File: src/afe_pkg.sv
package afe_pkg;

    // ------------------------------------------------------------------
    // Timing
    // ------------------------------------------------------------------
    localparam int CLK_PERIOD_NS     = 20;
    localparam int SCLK_HALF_NS      = 40;
    localparam int SCLK_HALF_CYC     = (SCLK_HALF_NS + CLK_PERIOD_NS - 1) / CLK_PERIOD_NS;
    localparam int WAKE_TIME_US      = 375;
    localparam int WAKE_CYC          = (WAKE_TIME_US * 1000 + CLK_PERIOD_NS - 1) / CLK_PERIOD_NS;
    localparam int TUNE_ADC_CYC      = 512;
    localparam int ADC_CLK_PERIOD_NS = 25;
    localparam int TUNE_CYC          = (TUNE_ADC_CYC * ADC_CLK_PERIOD_NS + CLK_PERIOD_NS - 1)
                                       / CLK_PERIOD_NS;
    localparam int DIV_W             = 4;
    localparam int WAIT_W            = 24;

    // ------------------------------------------------------------------
    // Serial frame layout
    // ------------------------------------------------------------------
    localparam int         FRAME_BITS   = 24;
    localparam int         BIT_CNT_W    = 5;
    localparam logic       OP_WRITE     = 1'b0;
    localparam logic [1:0] LEN_ONE_BYTE = 2'b00;
    localparam logic       ADDR_TOP_PAD = 1'b0;

    // ------------------------------------------------------------------
    // Own register map (APB, byte addresses)
    // ------------------------------------------------------------------
    localparam int          APB_ADDR_W       = 12;
    localparam logic [11:0] CTRL_OFS         = 12'h000;
    localparam logic [11:0] STATUS_OFS       = 12'h004;
    localparam int          CTRL_START_BIT   = 0;
    localparam int          CTRL_GRADE_LSB   = 1;
    localparam int          CTRL_TRIG_BIT    = 3;
    localparam int          STAT_BUSY_BIT    = 0;
    localparam int          STAT_DONE_BIT    = 1;
    localparam int          STAT_WAIT_BIT    = 2;
    localparam int          STAT_SDIO_BIT    = 3;
    localparam int          STAT_STEP_LSB    = 8;
    localparam logic [1:0]  GRADE_RESET      = 2'h0;
    localparam logic        TRIG_EN_RESET    = 1'b1;
    localparam int          GRADE_FIELD_LSB  = 4;

    // ------------------------------------------------------------------
    // Start-up sequence
    // ------------------------------------------------------------------
    typedef enum logic [1:0] {
        AFE_WAIT_NONE = 2'b00,
        AFE_WAIT_WAKE = 2'b01,
        AFE_WAIT_TUNE = 2'b10
    } afe_wait_t;

    typedef struct packed {
        afe_wait_t   waitSel;
        logic [11:0] addr;
        logic [7:0]  data;
    } afe_step_t;

    typedef struct packed {
        logic sclk;
        logic chipSelectLowN;
        logic sdioOut;
        logic sdioOe;
    } afe_pins_t;

    localparam int         NUM_STEPS  = 28;
    localparam int         STEP_W     = 5;
    localparam logic [4:0] GRADE_STEP = 5'h01;
    localparam logic [4:0] TRIG_STEP  = 5'h19;

    localparam afe_step_t SEQ [NUM_STEPS] = '{
        '{AFE_WAIT_NONE, 12'h000, 8'h3C}, '{AFE_WAIT_NONE, 12'h002, 8'h00},
        '{AFE_WAIT_NONE, 12'h0FF, 8'h01}, '{AFE_WAIT_NONE, 12'h004, 8'h0F},
        '{AFE_WAIT_NONE, 12'h005, 8'h3F}, '{AFE_WAIT_NONE, 12'h113, 8'h00},
        '{AFE_WAIT_NONE, 12'h011, 8'h06}, '{AFE_WAIT_NONE, 12'hF00, 8'hFF},
        '{AFE_WAIT_NONE, 12'hF01, 8'h7F}, '{AFE_WAIT_NONE, 12'hF02, 8'h00},
        '{AFE_WAIT_NONE, 12'hF03, 8'h80}, '{AFE_WAIT_NONE, 12'h10C, 8'h00},
        '{AFE_WAIT_NONE, 12'h10C, 8'h00}, '{AFE_WAIT_NONE, 12'h014, 8'h00},
        '{AFE_WAIT_WAKE, 12'h008, 8'h00}, '{AFE_WAIT_NONE, 12'h021, 8'h12},
        '{AFE_WAIT_NONE, 12'h199, 8'h80}, '{AFE_WAIT_NONE, 12'h142, 8'h04},
        '{AFE_WAIT_NONE, 12'h188, 8'h01}, '{AFE_WAIT_NONE, 12'h18B, 8'h27},
        '{AFE_WAIT_NONE, 12'h18C, 8'h72}, '{AFE_WAIT_NONE, 12'h150, 8'h03},
        '{AFE_WAIT_NONE, 12'h182, 8'h82}, '{AFE_WAIT_NONE, 12'h181, 8'h02},
        '{AFE_WAIT_NONE, 12'h186, 8'hAA}, '{AFE_WAIT_NONE, 12'h10C, 8'h20},
        '{AFE_WAIT_NONE, 12'h00F, 8'h18}, '{AFE_WAIT_TUNE, 12'h02B, 8'h40}
    };

endpackage : afe_pkg

File: src/afe_startup_host.sv
// Added by the designer: the APB slave port.
`timescale 1ns/1ps

//Function
// Device starts fully powered down; nothing converts until software runs it.
// Profile zero entries at 0xF00..0xF07 are written before the chip runs; the table writes only 0xF00..0xF03.
// Any further profiles or coefficients follow profile zero, never before.
// Port reset 0x3C to 0x000, speed grade at 0x002, commit 0x01 at 0x0FF.
// Channel select all: 0x0F to 0x004 and 0x3F to 0x005.
// Write 0x00 to 0x113: decimator bypassed, high-pass kept on.
// Write 0x06 to 0x011 for preamp gain, gain pins, post gain.
// Continuous run: 0xFF to 0xF00 and 0x7F to 0xF01.
// Write 0x00 to 0xF02: channels wake zero cycles after transmit trigger.
// Write 0x80 to 0xF03: digital high-pass bypassed for the profile.
// After profile memory, write profile index 0x00.
// One further MSB-first write completes the profile buffer before run.
// Write 0x00 to 0x014 for output format before running.
// Write 0x00 to 0x008 to run; then wait 375 us for wake.
// Link mode 0x12 to 0x021; scrambler off, four lanes 0x03 to 0x150.
// Write 0x80 to 0x199 enabling the serializer sample clock counter.
// Start code enable 0x01 at 0x188, then 0x27 high, 0x72 low.
// Write 0xAA to 0x186 so continuous resync stays off.
// Soft transmit trigger 0x20 runs decimator and filter; optional.
// Write 0x18 to 0x00F for low-pass cutoff before tuning.
// Write 0x40 to 0x02B starts tuning; wait 512 ADC clocks.
// Frame opens with chip select low, 16-bit instruction, then data bytes.
// Writes go strictly in order, one frame at a time, with waits.
module afe_startup_host
    import afe_pkg::*;
#(
    parameter int WAKE_CYCLES = WAKE_CYC
) (
    // Clock and reset
    input  wire logic                  clk,
    input  wire logic                  reset,
    // APB slave
    input  wire logic                  psel,
    input  wire logic                  penable,
    input  wire logic                  pwrite,
    input  wire logic [APB_ADDR_W-1:0] paddr,
    input  wire logic [31:0]           pwdata,
    output      logic [31:0]           prdata,
    output      logic                  pready,
    output      logic                  pslverr,
    // Serial port pins
    output      afe_pins_t             spiPins,
    input  wire logic                  sdioIn
);

    // ------------------------------------------------------------------
    // Declarations
    // ------------------------------------------------------------------
    typedef enum logic [2:0] {
        ST_IDLE  = 3'b000,
        ST_LOAD  = 3'b001,
        ST_SHIFT = 3'b010,
        ST_GAP   = 3'b011,
        ST_WAIT  = 3'b100,
        ST_DONE  = 3'b101
    } afe_state_t;

    localparam logic [DIV_W-1:0]     DIV_LAST  = DIV_W'(SCLK_HALF_CYC - 1);
    localparam logic [BIT_CNT_W-1:0] BIT_LAST  = BIT_CNT_W'(FRAME_BITS - 1);
    localparam logic [STEP_W-1:0]    STEP_LAST = STEP_W'(NUM_STEPS - 1);
    localparam logic [WAIT_W-1:0]    WAKE_LOAD = WAIT_W'(WAKE_CYCLES - 1);
    localparam logic [WAIT_W-1:0]    TUNE_LOAD = WAIT_W'(TUNE_CYC - 1);

    afe_state_t                 state_q;
    afe_pins_t                  pins_q;
    logic [DIV_W-1:0]           divCnt_q;
    logic                       tick;
    logic [FRAME_BITS-1:0]      shift_q;
    logic [BIT_CNT_W-1:0]       bitCnt_q;
    logic                       shiftPend_q;
    logic [STEP_W-1:0]          stepIdx_q;
    logic [STEP_W-1:0]          nextIdx;
    logic [WAIT_W-1:0]          waitCnt_q;
    logic                       done_q;
    logic                       startReq_q;
    logic [1:0]                 grade_q;
    logic                       trigEn_q;
    logic                       apbAccess;
    logic                       sdioS1_q;
    logic                       sdioS2_q;
    logic                       sdioS3_q;
    logic                       sdioSeen_q;
    afe_step_t                  curStep;
    logic [7:0]                 curData;

    assign spiPins = pins_q;
    assign curStep = SEQ[stepIdx_q];

    // ------------------------------------------------------------------
    // APB slave: own control and status registers
    // ------------------------------------------------------------------

    // One wait state per access, answer registered
    assign apbAccess = psel && penable && !pready;

    always_ff @(posedge clk) begin
        if (reset) begin
            pready  <= 1'b0;
            pslverr <= 1'b0;
            prdata  <= 32'h0000_0000;
        end else begin
            pready  <= apbAccess;
            pslverr <= 1'b0;
            prdata  <= 32'h0000_0000;
            if (apbAccess) begin
                if (paddr == STATUS_OFS && !pwrite) begin
                    prdata[STAT_BUSY_BIT] <= (state_q != ST_IDLE);
                    prdata[STAT_DONE_BIT] <= done_q;
                    prdata[STAT_WAIT_BIT] <= (state_q == ST_WAIT);
                    prdata[STAT_SDIO_BIT] <= sdioSeen_q;
                    prdata[STAT_STEP_LSB +: STEP_W] <= stepIdx_q;
                end else if (paddr == CTRL_OFS) begin
                    prdata[CTRL_GRADE_LSB +: 2] <= grade_q;
                    prdata[CTRL_TRIG_BIT]       <= trigEn_q;
                end else if (paddr != STATUS_OFS) begin
                    pslverr <= 1'b1;                     // Unmapped
                end
            end
        end
    end

    // Control register and start pulse
    always_ff @(posedge clk) begin
        if (reset) begin
            grade_q    <= GRADE_RESET;
            trigEn_q   <= TRIG_EN_RESET;
            startReq_q <= 1'b0;
        end else begin
            startReq_q <= 1'b0;
            if (apbAccess && pwrite && paddr == CTRL_OFS) begin
                grade_q    <= pwdata[CTRL_GRADE_LSB +: 2];
                trigEn_q   <= pwdata[CTRL_TRIG_BIT];
                startReq_q <= pwdata[CTRL_START_BIT];
            end
        end
    end

    // ------------------------------------------------------------------
    // Data pin input synchroniser
    // ------------------------------------------------------------------

    // Three stages; level taken once the last two agree
    always_ff @(posedge clk) begin
        if (reset) begin
            sdioS1_q   <= 1'b0;
            sdioS2_q   <= 1'b0;
            sdioS3_q   <= 1'b0;
            sdioSeen_q <= 1'b0;
        end else begin
            sdioS1_q <= sdioIn;
            sdioS2_q <= sdioS1_q;
            sdioS3_q <= sdioS2_q;
            if (sdioS2_q == sdioS3_q) begin
                sdioSeen_q <= sdioS3_q;
            end
        end
    end

    // ------------------------------------------------------------------
    // Serial clock divider
    // ------------------------------------------------------------------

    // Half-period enable, restarted with each frame
    always_ff @(posedge clk) begin
        if (reset || state_q == ST_LOAD || state_q == ST_IDLE) begin
            divCnt_q <= '0;
        end else if (divCnt_q == DIV_LAST) begin
            divCnt_q <= '0;
        end else begin
            divCnt_q <= divCnt_q + 1'b1;
        end
    end

    assign tick = (divCnt_q == DIV_LAST);

    // ------------------------------------------------------------------
    // Step selection
    // ------------------------------------------------------------------

    // Next step, skipping the soft trigger when disabled
    always_comb begin
        nextIdx = stepIdx_q + 1'b1;
        if (nextIdx == TRIG_STEP && !trigEn_q) begin
            nextIdx = nextIdx + 1'b1;
        end
    end

    // Speed grade taken from the control register
    always_comb begin
        curData = curStep.data;
        if (stepIdx_q == GRADE_STEP) begin
            curData = 8'h00;
            curData[GRADE_FIELD_LSB +: 2] = grade_q;
        end
    end

    // ------------------------------------------------------------------
    // Sequencer and frame engine
    // ------------------------------------------------------------------

    // Walks the table strictly in order, one frame at a time
    always_ff @(posedge clk) begin
        if (reset) begin
            state_q     <= ST_IDLE;
            pins_q      <= '{sclk: 1'b0, chipSelectLowN: 1'b1, sdioOut: 1'b0, sdioOe: 1'b0};
            shift_q     <= '0;
            bitCnt_q    <= '0;
            shiftPend_q <= 1'b0;
            stepIdx_q   <= '0;
            waitCnt_q   <= '0;
            done_q      <= 1'b0;
        end else begin
            unique case (state_q)
                ST_IDLE: begin
                    if (startReq_q) begin
                        stepIdx_q <= '0;
                        done_q    <= 1'b0;
                        state_q   <= ST_LOAD;
                    end
                end
                ST_LOAD: begin
                    // Instruction then one data byte, MSB first
                    shift_q <= {OP_WRITE, LEN_ONE_BYTE, ADDR_TOP_PAD,
                                curStep.addr, curData};
                    pins_q.chipSelectLowN <= 1'b0;
                    pins_q.sdioOe         <= 1'b1;
                    pins_q.sdioOut        <= OP_WRITE;
                    pins_q.sclk           <= 1'b0;
                    bitCnt_q              <= '0;
                    shiftPend_q           <= 1'b0;
                    state_q               <= ST_SHIFT;
                end
                ST_SHIFT: begin
                    if (shiftPend_q) begin
                        // Data moves one cycle after the falling edge
                        shiftPend_q    <= 1'b0;
                        shift_q        <= {shift_q[FRAME_BITS-2:0], 1'b0};
                        pins_q.sdioOut <= shift_q[FRAME_BITS-2];
                    end
                    if (tick) begin
                        if (!pins_q.sclk) begin
                            pins_q.sclk <= 1'b1;
                        end else if (bitCnt_q == BIT_LAST) begin
                            pins_q.sclk <= 1'b0;
                            state_q     <= ST_GAP;
                        end else begin
                            pins_q.sclk <= 1'b0;
                            bitCnt_q    <= bitCnt_q + 1'b1;
                            shiftPend_q <= 1'b1;
                        end
                    end
                end
                ST_GAP: begin
                    // Close frame, hold select high a half period
                    pins_q.chipSelectLowN <= 1'b1;
                    pins_q.sdioOe         <= 1'b0;
                    pins_q.sdioOut        <= 1'b0;
                    if (tick) begin
                        if (curStep.waitSel == AFE_WAIT_WAKE) begin
                            waitCnt_q <= WAKE_LOAD;
                            state_q   <= ST_WAIT;
                        end else if (curStep.waitSel == AFE_WAIT_TUNE) begin
                            waitCnt_q <= TUNE_LOAD;
                            state_q   <= ST_WAIT;
                        end else if (stepIdx_q == STEP_LAST) begin
                            state_q <= ST_DONE;
                        end else begin
                            stepIdx_q <= nextIdx;
                            state_q   <= ST_LOAD;
                        end
                    end
                end
                ST_WAIT: begin
                    if (waitCnt_q == '0) begin
                        if (stepIdx_q == STEP_LAST) begin
                            state_q <= ST_DONE;
                        end else begin
                            stepIdx_q <= nextIdx;
                            state_q   <= ST_LOAD;
                        end
                    end else begin
                        waitCnt_q <= waitCnt_q - 1'b1;
                    end
                end
                ST_DONE: begin
                    done_q  <= 1'b1;
                    state_q <= ST_IDLE;
                end
                default: begin
                    state_q <= ST_IDLE;
                end
            endcase
        end
    end

endmodule : afe_startup_host

File: config.mk
export PLATFORM = sky130hd
export DESIGN_NAME = afe_startup_host
export DESIGN_NICKNAME = d
export VERILOG_FILES = /design/src/afe_pkg.sv /design/src/afe_startup_host.sv
export SDC_FILE = /design/constraint.sdc
export NUM_CORES = 1
export LEC_CHECK = 0
export ABC_CLOCK_PERIOD_IN_PS = 3400
export BUFFER_PORTS_ARGS = -buffer_cell sky130_fd_sc_hd__buf_2
export CORE_MARGIN = 4
export CORE_UTILIZATION = 51
export DETAILED_ROUTE_END_ITERATION = 10
export PLACE_DENSITY = 0.76
export SETUP_SLACK_MARGIN = 0.5
export SLEW_MARGIN = 30
export SYNTH_ARGS = -nofsm -noshare
export SYNTH_HDL_FRONTEND = slang
export SYNTH_SLANG_ARGS = --single-unit
File: constraint.sdc
create_clock -name clk -period 3.4 [get_ports clk]
set_input_delay 0.17 -clock clk [delete_from_list [all_inputs] [get_ports clk]]
set_output_delay 0.17 -clock clk [all_outputs]
set_load 0.01 [all_outputs]
# After elaboration in Yosys (flattened, before gate mapping)
# Memory sizes are Yosys's and may differ from the RTL's.
# Index checks and enable logic that the tools add are counted.
# Widths: inputs -> output; s select.
dict set report classes {
  eq_ne 27
  reduce_logical 35
  order_cmp 1
  bitwise_logic 4
  mux 48
  add_sub_neg 5
}
# cell count
set op_table {}
lappend op_table {{$mux 24} 4}
lappend op_table {{$mux 5} 10}
lappend op_table {{$pmux 24 s2} 1}
lappend op_table {{$pmux 23 s2} 1}
lappend op_table {{$mux 22} 2}
lappend op_table {{$mux 3} 11}
lappend op_table {{$logic_not 24->1} 1}
lappend op_table {{$sub 24x1->24 const B} 1}
lappend op_table {{$mux 23} 1}
lappend op_table {{$ne 2x2->1 const B} 10}
lappend op_table {{$add 5x1->5 const B} 3}
lappend op_table {{$eq 5x5->1 const B} 3}
lappend op_table {{$pmux 3 s5} 1}
lappend op_table {{$pmux 5 s3} 1}
lappend op_table {{$eq 12x3->1 const B} 1}
lappend op_table {{$logic_not 12->1} 1}
lappend op_table {{$ne 12x3->1 const B} 1}
lappend op_table {{$pmux 1 s2} 6}
lappend op_table {{$reduce_and 6->1} 2}
lappend op_table {{$pmux 5 s2} 1}
lappend op_table {{$reduce_bool 2->1} 5}
lappend op_table {{$mux 1} 8}
lappend op_table {{$mux 8} 1}
lappend op_table {{$reduce_and 2->1} 4}
lappend op_table {{other kinds (23)} 40}
dict set report word_totals {
  mem_count 1
  romBits 704
  input_bits 50
  reg_bits 112
  output_inout_bits 38
}
# name depth width read_ports rd_clocked_by_memory_dff write_ports line_no
set memory_table {}
lappend memory_table {{(no name shown)} 32 22 1 0 0 afe_startup_host.sv:91} ;# assign curStep = SEQ[stepIdx_q];

# Longest topological paths before layout
dict set report logic_depth {
  word_depth 9
  ltp_mapped 13
  mapped_depth_nobuf 10
}

# Worst setup path after synthesis
# Ideal clock, no wire load.
dict set report synth_timing {
  path_type {register to register}
  from {register stepIdx_q[0]}
  to {register waitCnt_q[12]}
  t_arrival_ns 3.185
  synth_period_minus_slack_ns 3.301
  t_required_ns 3.284
  slack_ns 0.099
  stages_incl_launch_ff 14
  setup_time_ns 0.116
  n_path_buf 3
  path_cell_list {dfxtp_1 > clkbuf_1 > inv_1 > ha_1 > and4b_1 > inv_1 > ha_1 > or4bb_1 > or2_2 > clkbuf_1 > nand2_1 > clkbuf_1 > nor2_1 > a31o_2}
}
dict set report synth_between {
  elab_chain_cells 8
  elab_cells_between_ends 11
  cone_classes {eq/ne: 3; mux: 5; bitwise: 1; reduce/logical: 1; memory: 1}
}
# item line_no
set synth_rtl {}
lappend synth_rtl {{start: declaration} afe_startup_host.sv:75} ;# logic [STEP_W-1:0] stepIdx_q;
lappend synth_rtl {{start signal: assignment} afe_startup_host.sv:272} ;# stepIdx_q <= nextIdx;
lappend synth_rtl {{start signal: assignment} afe_startup_host.sv:282} ;# stepIdx_q <= nextIdx;
lappend synth_rtl {{$not 5->6 (not written as such) (*)} afe_startup_host.sv:91}
lappend synth_rtl {{$mem_v2 32x22 (*)} n/a}
lappend synth_rtl {{$mux 22 (not written as such) (*) (2 in series)} afe_startup_host.sv:91}
lappend synth_rtl {{$eq 2x1->1} afe_startup_host.sv:263} ;# if (curStep.waitSel == AFE_WAIT_WAKE) begin
lappend synth_rtl {{$mux 24} afe_startup_host.sv:263}
lappend synth_rtl {{$mux 24} afe_startup_host.sv:262} ;# if (tick) begin
lappend synth_rtl {{$pmux 24 s2} afe_startup_host.sv:217} ;# unique case (state_q)
lappend synth_rtl {{end signal: assignment} afe_startup_host.sv:286} ;# waitCnt_q <= waitCnt_q - 1'b1;
lappend synth_rtl {{end: declaration} afe_startup_host.sv:77} ;# logic [WAIT_W-1:0] waitCnt_q;
# Every way passes the cells marked *; elsewhere a longest branch is shown, timed or not. The select of a mux whose other input is x is not followed.
# A chain may end at the register's enable or synchronous reset.

# Final worst setup path
dict set report layout_timing {
  from {register stepIdx_q[0]}
  to {register waitCnt_q[18]}
}
# Same word-level chain as after synthesis.

==> summary.txt <==
Logic synthesis
  – Synth cell types: 70
  – Commonest cells post-synth: dfxtp_1 (89), a21oi_1 (54), nand2_1 (50)
  – Top cells by area, synth: dfxtp_1 (35%), a21oi_1 (5.2%), o21ai_0 (4.0%)
  – Avg Cell Area, Syn: about 8.0 um^2
  – Post-synthesis register bit count: 89
  – Main flop type after synthesis: dfxtp_1
  – Syn Inst Count: 643
  – Sequential fraction of the synthesis area: 0.3456
  – Top cell type by total area after synthesis: dfxtp_1
  – Post-synth top area share: 0.3456
  – Ys Warns: 0
  – Mapped Area: around 5200 um^2
  – Asr flop ratio synth: 0
  – Post-synth EDFFs: 0
  – Most frequent cell after synthesis: dfxtp_1

Layout
  – Final instance area: around 5700 um^2
  – Area Overhead vs Synth: 10.24%
  – Filler cell count: roughly 890
  – Register area: 1787 um^2
  – Area of the multi-input gates: around 3100 um^2
  – # diodes: 0
  – Finished Layout Cells: 805
  – Share of cells above drive strength 1: 0.1607
  – NumNets Final: roughly 730

Floorplan
  – Die area: approximately 12000 um^2
  – Core area: around 10000 um^2
  – Cell row count: 36
  – I/O pin count: 88
  – Die height: 108.5 um
  – Starting density of the core: 0.5250
  – DIE WIDTH: 108.5 um

Setup path
  – Cells along the critical path: inv_8 > ha_4 > and4b_1 > inv_2 > ha_1 > or4bb_1 > or2_4 > a2111oi_2 > xnor2_1 > nor2_1
  – Worst stage delay on the critical path: between 0.5 and 0.6 ns
  – Crit Path Max Fanout: 9
  – Req. time, crit path: approximately 3.7 ns
  – Worst Path Class, Setup: reg2reg
  – Slowest CP cell: or4bb_1
  – Worst path arrival time: approximately 3.1 ns
  – Worst R2R Path Depth: 10
  – Buffers plus inverters on the worst setup path: 2
  – Worst path depth: 10
  – Crit end category: flip-flop
  – CP Launch Type: flip-flop
  – Family with the most delay on the worst path: simple AND/OR/NAND/NOR gates

Power
  – PwrDens: 360.7 nW/um^2
  – Tot Pwr: 2.050 mW
  – P_leak: around 2.2 nW
  – Peak VDD IR: about 240 uV

Routing
  – Vias/cell: 6.062
  – Via count: 4880
  – Routed Antenna Nets: 0
  – DR DRC count: 0
  – Avg WL per Cell: approximately 16 um
  – First-pass DRT Iterations: 6
  – DRT iter0 DRCs: about 380
  – Drt total wl: 12.66 mm

Global routing
  – Number of global-route vias before repair: ~4400
  – Met3 usage: 0.04776
  – Initial antenna violation count: 0
  – Largest net degree at the start of global routing: 43
  – Total GRT Usage: 0.2191
  – First-pass GRT wire length: between 20 and 25 mm
  – Grt met1 use: 0.2873
  – Met2 GRT Util: 0.3588
  – Grt ovf: 0
  – Busiest grt layer: met2

STA
  – Relative slew slack: 0.4904
  – Setup Skew: ~0.015 ns
  – Finish-stage setup viols: 0
  – Least-Margin Pin Slew: between 0.7 and 0.8 ns
  – WHS: approximately 0.012 ns
  – F_max: around 350 MHz
  – Unrepaired setup endpoints after global routing: true
  – Fin crit period: 2.837 ns
  – Final Max Slew Viols: 0
  – Final Cycle Share: 0.8344
  – Setup TNS: 0 ns
  – Hold Vio Cnt, Final: 0

Status
  – Status: complete, no violations

Placement
  – I/O Buffers: 36
  – Inst Count DP: 782
  – Placed inst area: around 5400 um^2
  – Final GP Congestion: roughly 0.89
  – Hpwl dp: just under 9 mm

Run
  – MaxCap Viol Count: 0

Hold path
  – WHS Path Cells: 3
  – HP Class: in2reg

Clock network
  – Worst-path clk slew: ~0.090 ns
  – Clock sinks: 89
  – CTS tree: yes
  – Inserted Clock Buffers: 9
  – Root Buffer Master: clkbuf_8
  – Clock latency on the worst-skew pair: between 0.3 and 0.4 ns
  – H-tree levels: 3
  – Clk buf depth: 2
==> what timing repair did <==
item,in CTS,in global routing
setup endpoints to repair,16,12
hold buffers,1,0
pin swaps,0,4
hold endpoints to repair,1,0
gates resized for setup,5,5
buffers inserted,0,6
==> routing by layer <==
layer	vias up	wire (um)
met2	175	5920
met1	2295	5526
met5	-	0
met3	29	938
met4	0	270
li1	2381	-
==> tightest hold or removal path, delay by kind of cell <==
kind,cells,cell delay (ns)
buffers and inverters,1,0.08
multiplexers,1,0.06
AND/OR/NAND/NOR,1,0.06
==> cell type report <==
class	count	share of cell area
inverters	16	0.01189
clock inverters	7	0.01233
clock buffers	9	0.02180
multi-input cells	487	0.5410
well taps	133	0.02928
flip-flops and latches	89	0.3144
repair buffers	64	0.06935
==> final timing paths <==
check	from	end	slack, ns
max reg2reg	stepIdx_q[0]$_SDFFE_PP0P_	waitCnt_q[18]$_SDFFE_PP0P_	0.56
max	stepIdx_q[0]$_SDFFE_PP0P_	waitCnt_q[18]$_SDFFE_PP0P_	0.56
min	pwdata[3]	trigEn_q$_SDFFE_PP1N_	0.01
min reg2reg	sdioS1_q$_SDFF_PP0_	sdioS2_q$_SDFF_PP0_	0.45
==> through the flow <==
step | setup slack (ns) | utilization
4_1_cts | 0.5095 | 0.5728
2_1_floorplan | 0.5037 | -
6_report | 0.5632 | 0.5787
5_1_grt | 0.4487 | 0.5787
3_5_place_dp | 0.2998 | 0.5508
3_3_place_gp | 0.3799 | 0.5508
==> sequential cells by signal (all words and copies together) (netlist names), 2 cells and up <==
register   cells
waitCnt_q     24
prdata         9
grade_q        2
spiPins        4
stepIdx_q      5
state_q        3
bitCnt_q       5
shift_q       23
divCnt_q       4
==> layout by cell type (no fill, tap or decap), types with 13 or more instances in the layout <==
cell type,netlist,routed
dfxtp_1,89,87
a21oi_1,54,54
nor2_1,49,49
nand2_1,50,49
o21ai_0,41,40
buf_2,3,37
buf_4,23,25
conb_1,1,23
nor3_1,21,21
nand3_1,17,17
a211oi_1,15,15
inv_1,15,13
nor2b_1,13,13
ha_1,14,13
==> power breakdown <==
part           switching [mW]  internal, mW  total, mW
clock network           0.444         0.286      0.730
logic                   0.143        0.0778      0.221
registers              0.0272          1.07       1.10
total                   0.614          1.44       2.05
==> kinds of logic (layout without fill, tap and decap cells) <==
logic type / Yosys count / in the layout / share of synthesized area
other cells: 1 / 23 / 0.0007275
buf+inv: 89 / 96 / 0.08228
flops: 89 / 89 / 0.3456
compound gates: 197 / 197 / 0.2580
xor+xnor: 9 / 9 / 0.01529
simple gates: 234 / 234 / 0.2444
mux: 10 / 10 / 0.01966
fa+ha+maj: 14 / 14 / 0.03398
(Power assumes the default switching activity.)
